### config.mk
export PLATFORM = sky130hd
export DESIGN_NAME = autoneg_next_page_ability_regs
export DESIGN_NICKNAME = d
export VERILOG_FILES = /design/src/shared/an_np_pkg.sv /design/src/hdl/autoneg_next_page_ability_regs.sv /design/src/hdl/partner_page_snapshot.sv
export VERILOG_INCLUDE_DIRS = /design/src /design/src/shared
export SDC_FILE = /design/constraint.sdc
export NUM_CORES = 1
export LEC_CHECK = 0
export BUFFER_PORTS_ARGS = -buffer_cell sky130_fd_sc_hd__clkbuf_2
export CAP_MARGIN = 20
export CELL_PAD_IN_SITES_DETAIL_PLACEMENT = 1
export CELL_PAD_IN_SITES_GLOBAL_PLACEMENT = 1
export CORE_MARGIN = 2
export CORE_UTILIZATION = 34
export CTS_CLUSTER_DIAMETER = 50
export DETAILED_ROUTE_END_ITERATION = 16
export GPL_TIMING_DRIVEN = 0
export PLACE_DENSITY_LB_ADDON = 0.1
export RECOVER_POWER = 50
export SYNTH_ARGS = -nofsm -noshare
export SYNTH_HDL_FRONTEND = slang
export SYNTH_HIERARCHICAL = 1
export SYNTH_SLANG_ARGS = --single-unit
### constraint.sdc
create_clock -name core_clk -period 2.71 [get_ports core_clk]
set_input_delay 0 -clock core_clk [delete_from_list [all_inputs] [get_ports core_clk]]
set_output_delay 0 -clock core_clk [all_outputs]
set_load 0.005 [all_outputs]
### src/shared/an_np_defs.svh
// register offsets, field positions, reset values of the next page ability bank
// assumes 16-bit clause 45 register addresses within management device 0x07
`ifndef AN_NP_DEFS_SVH
`define AN_NP_DEFS_SVH
`define DEV_ADDR_AN 5'h07
`define OFF_PARTNER_NP_LOW 16'h020B
`define OFF_PARTNER_NP_MID 16'h020C
`define OFF_PARTNER_NP_HIGH 16'h020D
`define OFF_LOCAL_T1_ADV 16'h020E
`define OFF_PARTNER_T1_ABILITY 16'h020F
`define OFF_FORCED_OP_EN 16'h8000
`define BIT_NEXT_PAGE 15
`define BIT_ACKNOWLEDGE 14
`define BIT_ENCODING 13
`define BIT_COMPLY_ACK 12
`define BIT_TOGGLE 11
`define BIT_LONG_REACH 15
`define BIT_ENERGY_SAVING 14
`define BIT_HIGH_ABILITY 13
`define BIT_HIGH_REQUEST 12
`define BIT_SHORT_FD 7
`define BIT_SHORT_HD 6
`define BIT_FORCED_OP 0
`define RST_WORD 16'h0000
`define RST_LONG_REACH 1'b1
`endif

### src/shared/an_np_pkg.sv
// types shared by the next page ability register bank
// assumes nothing beyond the defs header
package an_np_pkg;
	typedef logic [15:0] word_t;
	typedef logic [10:0] code_t;
	typedef enum logic [5:0] {
		SEL_NONE = 6'h00,
		SEL_NP_LOW = 6'h01,
		SEL_NP_MID = 6'h02,
		SEL_NP_HIGH = 6'h04,
		SEL_T1_ADV = 6'h08,
		SEL_T1_PARTNER = 6'h10,
		SEL_FORCED = 6'h20
	} reg_sel_t;
endpackage : an_np_pkg

### src/hdl/autoneg_next_page_ability_regs.sv
// next page ability, 10base-t1 advertisement and forced mode registers
// assumes mdio frame logic presents one-cycle read/write strobes on core_clk
`timescale 1ns/10ps
`include "an_np_defs.svh"
module autoneg_next_page_ability_regs (
	// clock and reset
	input wire logic core_clk,
	input wire logic reset,
	input wire logic negotiationReset,
	// register access from mdio frame logic
	input wire logic [4:0] devAddr,
	input wire logic [15:0] regAddr,
	input wire logic regRead,
	input wire logic regWrite,
	input wire an_np_pkg::word_t writeData,
	output an_np_pkg::word_t readData,
	output logic readValid,
	// received next page from arbitration logic
	input wire logic partner_more_pages_flag,
	input wire logic partner_page_acknowledge,
	input wire logic partner_page_encoding,
	input wire logic partner_comply_acknowledge,
	input wire logic partner_page_sync_toggle,
	input wire an_np_pkg::code_t partner_page_code_field,
	input wire an_np_pkg::word_t partner_free_field_one,
	input wire an_np_pkg::word_t partner_free_field_two,
	// partner base page bits
	input wire logic partner_long_reach_ability_mirror,
	input wire logic partner_energy_saving_mirror,
	input wire logic partner_high_level_ability_mirror,
	input wire logic partner_high_level_request_mirror,
	input wire logic partner_short_reach_full_duplex,
	input wire logic partner_short_reach_half_duplex,
	// main advertisement register shared bits
	input wire logic mainAdvWrite,
	input wire logic mainLongReachData,
	input wire logic mainHighAbilityData,
	input wire logic mainHighRequestData,
	output logic local_long_reach_ability,
	output logic local_high_level_ability,
	output logic local_high_level_request,
	// strap pins
	input wire logic strapHighAbility,
	input wire logic strapHighRequest,
	// forced mode
	input wire logic negotiation_enable,
	output logic forcedOperation
);
	an_np_pkg::word_t heldMid;
	an_np_pkg::word_t heldHigh;
	an_np_pkg::word_t next_readData;
	an_np_pkg::reg_sel_t sel;
	logic [1:0] strapMeta;
	logic [1:0] strapSync;
	logic strapLoaded;
	logic forced_operation_bit;
	logic next_readValid;
	logic next_longReach;
	logic next_highAbility;
	logic next_highRequest;
	logic next_strapLoaded;
	logic next_forcedBit;
	logic next_forcedOperation;
	logic lowRead;
	logic softReset;

	function automatic an_np_pkg::reg_sel_t decode(input logic [4:0] dev, input logic [15:0] addr);
		decode = an_np_pkg::SEL_NONE;
		if (dev == `DEV_ADDR_AN) begin
			case (addr)
				`OFF_PARTNER_NP_LOW: decode = an_np_pkg::SEL_NP_LOW;
				`OFF_PARTNER_NP_MID: decode = an_np_pkg::SEL_NP_MID;
				`OFF_PARTNER_NP_HIGH: decode = an_np_pkg::SEL_NP_HIGH;
				`OFF_LOCAL_T1_ADV: decode = an_np_pkg::SEL_T1_ADV;
				`OFF_PARTNER_T1_ABILITY: decode = an_np_pkg::SEL_T1_PARTNER;
				`OFF_FORCED_OP_EN: decode = an_np_pkg::SEL_FORCED;
				default: decode = an_np_pkg::SEL_NONE;
			endcase
		end
	endfunction : decode

	assign sel = decode(devAddr, regAddr);
	assign lowRead = regRead && (sel == an_np_pkg::SEL_NP_LOW);
	assign softReset = reset || negotiationReset;

	partner_page_snapshot u_snapshot (
		.core_clk(core_clk),
		.reset(softReset),
		.capture(lowRead),
		.liveMid(partner_free_field_one),
		.liveHigh(partner_free_field_two),
		.heldMid(heldMid),
		.heldHigh(heldHigh)
	);

	// read path
	always_comb begin
		next_readData = `RST_WORD;
		next_readValid = regRead;
		if (regRead) begin
			case (sel)
				an_np_pkg::SEL_NP_LOW: begin
					next_readData[`BIT_NEXT_PAGE] = partner_more_pages_flag;
					next_readData[`BIT_ACKNOWLEDGE] = partner_page_acknowledge;
					next_readData[`BIT_ENCODING] = partner_page_encoding;
					next_readData[`BIT_COMPLY_ACK] = partner_comply_acknowledge;
					next_readData[`BIT_TOGGLE] = partner_page_sync_toggle;
					next_readData[10:0] = partner_page_code_field;
				end
				an_np_pkg::SEL_NP_MID: begin
					next_readData = heldMid;
				end
				an_np_pkg::SEL_NP_HIGH: begin
					next_readData = heldHigh;
				end
				an_np_pkg::SEL_T1_ADV: begin
					next_readData[`BIT_LONG_REACH] = local_long_reach_ability;
					next_readData[`BIT_ENERGY_SAVING] = 1'b0;
					next_readData[`BIT_HIGH_ABILITY] = local_high_level_ability;
					next_readData[`BIT_HIGH_REQUEST] = local_high_level_request;
				end
				an_np_pkg::SEL_T1_PARTNER: begin
					next_readData[`BIT_LONG_REACH] = partner_long_reach_ability_mirror;
					next_readData[`BIT_ENERGY_SAVING] = partner_energy_saving_mirror;
					next_readData[`BIT_HIGH_ABILITY] = partner_high_level_ability_mirror;
					next_readData[`BIT_HIGH_REQUEST] = partner_high_level_request_mirror;
					next_readData[`BIT_SHORT_FD] = partner_short_reach_full_duplex;
					next_readData[`BIT_SHORT_HD] = partner_short_reach_half_duplex;
				end
				an_np_pkg::SEL_FORCED: begin
					next_readData[`BIT_FORCED_OP] = forced_operation_bit;
				end
				default: begin
					next_readData = `RST_WORD;
				end
			endcase
		end
	end

	always_ff @(posedge core_clk) begin
		if (reset) begin
			readData <= `RST_WORD;
			readValid <= 1'b0;
		end else begin
			readData <= next_readData;
			readValid <= next_readValid;
		end
	end

	// strap synchroniser, not reset
	always_ff @(posedge core_clk) begin
		strapMeta <= {strapHighAbility, strapHighRequest};
		strapSync <= strapMeta;
	end

	// shared advertisement storage and forced mode
	always_comb begin
		next_longReach = local_long_reach_ability;
		next_highAbility = local_high_level_ability;
		next_highRequest = local_high_level_request;
		next_strapLoaded = 1'b1;
		next_forcedBit = forced_operation_bit;
		if (!strapLoaded) begin
			next_highAbility = strapSync[1];
			next_highRequest = strapSync[0];
		end else if (regWrite && sel == an_np_pkg::SEL_T1_ADV) begin
			next_longReach = writeData[`BIT_LONG_REACH];
			next_highAbility = writeData[`BIT_HIGH_ABILITY];
			next_highRequest = writeData[`BIT_HIGH_REQUEST];
		end else if (mainAdvWrite) begin
			next_longReach = mainLongReachData;
			next_highAbility = mainHighAbilityData;
			next_highRequest = mainHighRequestData;
		end
		if (regWrite && sel == an_np_pkg::SEL_FORCED) begin
			next_forcedBit = writeData[`BIT_FORCED_OP];
		end
		next_forcedOperation = !negotiation_enable && next_forcedBit;
	end

	always_ff @(posedge core_clk) begin
		if (softReset) begin
			local_long_reach_ability <= `RST_LONG_REACH;
			local_high_level_ability <= 1'b0;
			local_high_level_request <= 1'b0;
			strapLoaded <= 1'b0;
			forced_operation_bit <= 1'b0;
			forcedOperation <= 1'b0;
		end else begin
			local_long_reach_ability <= next_longReach;
			local_high_level_ability <= next_highAbility;
			local_high_level_request <= next_highRequest;
			strapLoaded <= next_strapLoaded;
			forced_operation_bit <= next_forcedBit;
			forcedOperation <= next_forcedOperation;
		end
	end
endmodule : autoneg_next_page_ability_regs

### src/hdl/partner_page_snapshot.sv
// holding copies of the partner next page middle and high words
// assumes live words come from arbitration logic on core_clk
`timescale 1ns/10ps
`include "an_np_defs.svh"
module partner_page_snapshot (
	// clock and reset
	input wire logic core_clk,
	input wire logic reset,
	// capture request and live words
	input wire logic capture,
	input wire an_np_pkg::word_t liveMid,
	input wire an_np_pkg::word_t liveHigh,
	// held words
	output an_np_pkg::word_t heldMid,
	output an_np_pkg::word_t heldHigh
);
	an_np_pkg::word_t next_heldMid;
	an_np_pkg::word_t next_heldHigh;

	always_comb begin
		next_heldMid = heldMid;
		next_heldHigh = heldHigh;
		if (capture) begin
			next_heldMid = liveMid;
			next_heldHigh = liveHigh;
		end
	end

	always_ff @(posedge core_clk) begin
		if (reset) begin
			heldMid <= `RST_WORD;
			heldHigh <= `RST_WORD;
		end else begin
			heldMid <= next_heldMid;
			heldHigh <= next_heldHigh;
		end
	end
endmodule : partner_page_snapshot

==> flow_summary.json <==
{
  "outcome": "completed",
  "crit_arrival_ns": 2.31,
  "num_io_pins": 124,
  "syn_avg_cell_area_sq_um": 10.2,
  "grt_util_met2_pct": 38.0,
  "finalHoldViolCount": 0,
  "whs_path_depth": 3,
  "path_clk_slew_ns": 0.07,
  "routabilityCongestion": 0.772,
  "place_ws_ns": 0.261,
  "period_needed_ns": 2.10,
  "end_kind": "register",
  "dp_hpwl_um": 6070,
  "yosys_warnings": 6,
  "htreeDepth": 3,
  "seqPwrFrac_pct": 42.3,
  "worstSetupPathType": "in2reg",
  "cts_buffers": 9,
  "vias": 2587,
  "grt_pass1_wl_um": 13500,
  "clk_latency_ns": 0.34,
  "cts_tree": "done",
  "fin_ws_ns": 0.610,
  "areaGrowthSynthToFinish_pct": 56.6,
  "overflow": 0,
  "critPathRequiredTime_ns": 2.92,
  "ff_latch_area_sq_um": 1180,
  "post_cts_buffers": 0,
  "synth_cell_types": 38,
  "worstMarginPinSlew_ns": 0.685,
  "grt_max_degree": 12,
  "io_buffers": 109,
  "use_met1_pct": 24.5,
  "irDropWorstVdd_v": 0.000309,
  "powerDensity_nw_per_um2": 504,
  "clock_skew_ns": 0.00919,
  "dieArea_sq_um": 8450,
  "syn_area_sq_um": 2630,
  "fillers": 903,
  "postRouteAntennaNets": 0,
  "core-area_sq_um": 7610,
  "final_nets": 539,
  "firstDrtPassIters": 4,
  "rsz0062_at_grt": "false",
  "start_util_pct": 34.6,
  "drtIter0Drc": 35,
  "grt_antenna_before_repair": 0,
  "grt_usage_pct": 20.9,
  "p_int_mw": 1.64,
  "viasPerCell": 4.76,
  "leakagePower_nw": 1.63,
  "syn-num-nets": 361,
  "worstSetupStartpointType": "input port",
  "drcViolationCount": 0,
  "synth-seq-cells": 59,
  "clock_sinks": 59,
  "setup_viol": 0,
  "fmax_ghz": 0.476,
  "sw_frac_of_total_pct": 21.2,
  "power_frac_comb_pct": 9.7,
  "grt-busiest-layer": "met2",
  "pwr-share-clk_pct": 48.0,
  "diodes": 0,
  "final_cell_mix": "clkbuf_2, dfxtp_1, dlygate4sd3_1, mux2i_1, nor2_1",
  "die_h_um": 92.0,
  "yosysSeqAreaShare_pct": 44.9,
  "worstRegToRegCells": 4,
  "p_sw_mw": 0.439,
  "syn_inst": 258,
  "final_common_cell": "clkbuf_2",
  "max_cap_violations": 0,
  "finalWirelength_um": 8460,
  "max-slew-margin-rel_pct": 54.0,
  "period_share_pct": 77.5,
  "critPathMaxFanout": 10,
  "grt_pass1_vias": 2760,
  "die_w_um": 92.0,
  "final_cells": 543,
  "grt_use_met3_pct": 3.86,
  "drive_above_1_share_pct": 32.0,
  "placed_cells_incl_taps": 469,
  "wire_per_inst_um": 15.6,
  "multi_input_area_sq_um": 1290,
  "clk_path_buf_depth": 2,
  "hold_class": "in2reg",
  "tns_ns": 0,
  "std_cell_rows": 32,
  "final_max_slew_viol_count": 0,
  "final_util_pct": 54.1,
  "clockRootBuffer": "clkbuf_8"
}
[per-stage QoR]
step / hold slack, ns / total power [mW] / area, sq um
2_1_floorplan: 0.0277 / 0.948 / 2630
3_3_place_gp: 0.105 / 1.03 / 3300
3_5_place_dp: 0.105 / 1.04 / 3300
4_1_cts: 0.0233 / 2.10 / 4130
5_1_grt: 0.0333 / 2.16 / 4120
6_report: 0.0361 / 2.08 / 4120
[critical path, stage by stage]
cell	delay [ns]
clkbuf_2	0.08
or4b_1	0.60
nor4_4	0.58
buf_4	0.28
and3_1	0.18
buf_6	0.15
buf_12	0.15
mux2i_1	0.22
nor2_1	0.06
[repair_timing]
item                      CTS  global route
hold endpoints to repair   54             0
resized for setup           0             0
hold buffers               58             0
[synthesized netlist by cell type]
library cell | count | area, sq um
and3_1 | 1 | 6.26
buf_1 | 2 | 7.51
nor2b_1 | 1 | 6.26
or2_2 | 1 | 6.26
buf_12 | 3 | 60.1
and4b_1 | 1 | 10.0
mux2_2 | 12 | 135
dfxtp_1 | 59 | 1180
nor3_1 | 3 | 15.0
mux4_2 | 3 | 67.6
buf_6 | 1 | 11.3
a31oi_1 | 2 | 12.5
nor2_1 | 36 | 135
a21oi_1 | 16 | 80.1
mux2i_1 | 38 | 380
or4_1 | 1 | 7.51
nand2_1 | 4 | 15.0
or4b_4 | 1 | 13.8
a211o_1 | 2 | 17.5
buf_2 | 3 | 15.0
buf_4 | 2 | 15.0
nand4_1 | 3 | 18.8
or3_1 | 1 | 6.26
nand4bb_1 | 1 | 11.3
nand3b_1 | 4 | 30.0
nand3_1 | 20 | 100
a31o_2 | 1 | 8.76
clkbuf_1 | 8 | 30.0
nor4_4 | 1 | 21.3
o211ai_1 | 2 | 15.0
and3b_1 | 1 | 8.76
nand4b_1 | 13 | 114
o32ai_1 | 2 | 17.5
nor4_1 | 2 | 12.5
and2_1 | 1 | 6.26
inv_1 | 3 | 11.3
a211oi_1 | 1 | 7.51
nand2b_1 | 2 | 12.5
[power by group through the flow]
stage,clock (mW),combinational (mW),sequential (mW)
3_5_place_dp,0,0.138,0.897
3_3_place_gp,0,0.136,0.897
4_1_cts,1.02,0.203,0.877
6_report,0.996,0.202,0.877
5_1_grt,1.06,0.222,0.878
2_1_floorplan,0,0.0517,0.896
[logic make-up after synthesis]
logic type / after synthesis / share of synthesized area (%)
AO/OA/AOI/OAI: 26 / 6.04
flip-flops: 59 / 44.9
multiplexers: 53 / 22.2
AND/OR/NAND/NOR: 98 / 21.2
buffers and inverters: 22 / 5.71
[path summary, 6_finish.rpt]
kind,to,startpoint,slack [ns]
hold reg to reg,strapSync[0]$_DFF_P_,strapMeta[0]$_DFF_P_,0.33
hold / removal,forced_operation_bit$_SDFF_PN0_,regWrite,0.04
setup reg to reg,forcedOperation$_SDFF_PN0_,forced_operation_bit$_SDFF_PN0_,1.32
setup / recovery,u_snapshot/heldHigh[11]$_SDFFE_PP0P_,regAddr[14],0.61
[layout make-up]
class / count / area share, %
clock inverter: 6 / 2.73
multi-input combinational: 177 / 31.4
sequential: 59 / 28.7
clock buffer: 10 / 3.34
tap: 102 / 3.10
inverter: 3 / 0.273
timing repair buffer: 167 / 27.1
buffer: 19 / 3.34
[state kept, by name, indices dropped and copies added (netlist names), 2 cells and up]
signal and flops:
strapMeta 2, strapSync 2, u_snapshot/heldHigh 16, u_snapshot/heldMid 16, readData 16
[layer usage]
metal	up-vias	routed length [um]
met4	0	113
li1	1292	-
met2	64	4440
met5	-	0
met1	1222	3600
met3	9	311
Note: power is estimated with default switching activity, not from simulation.
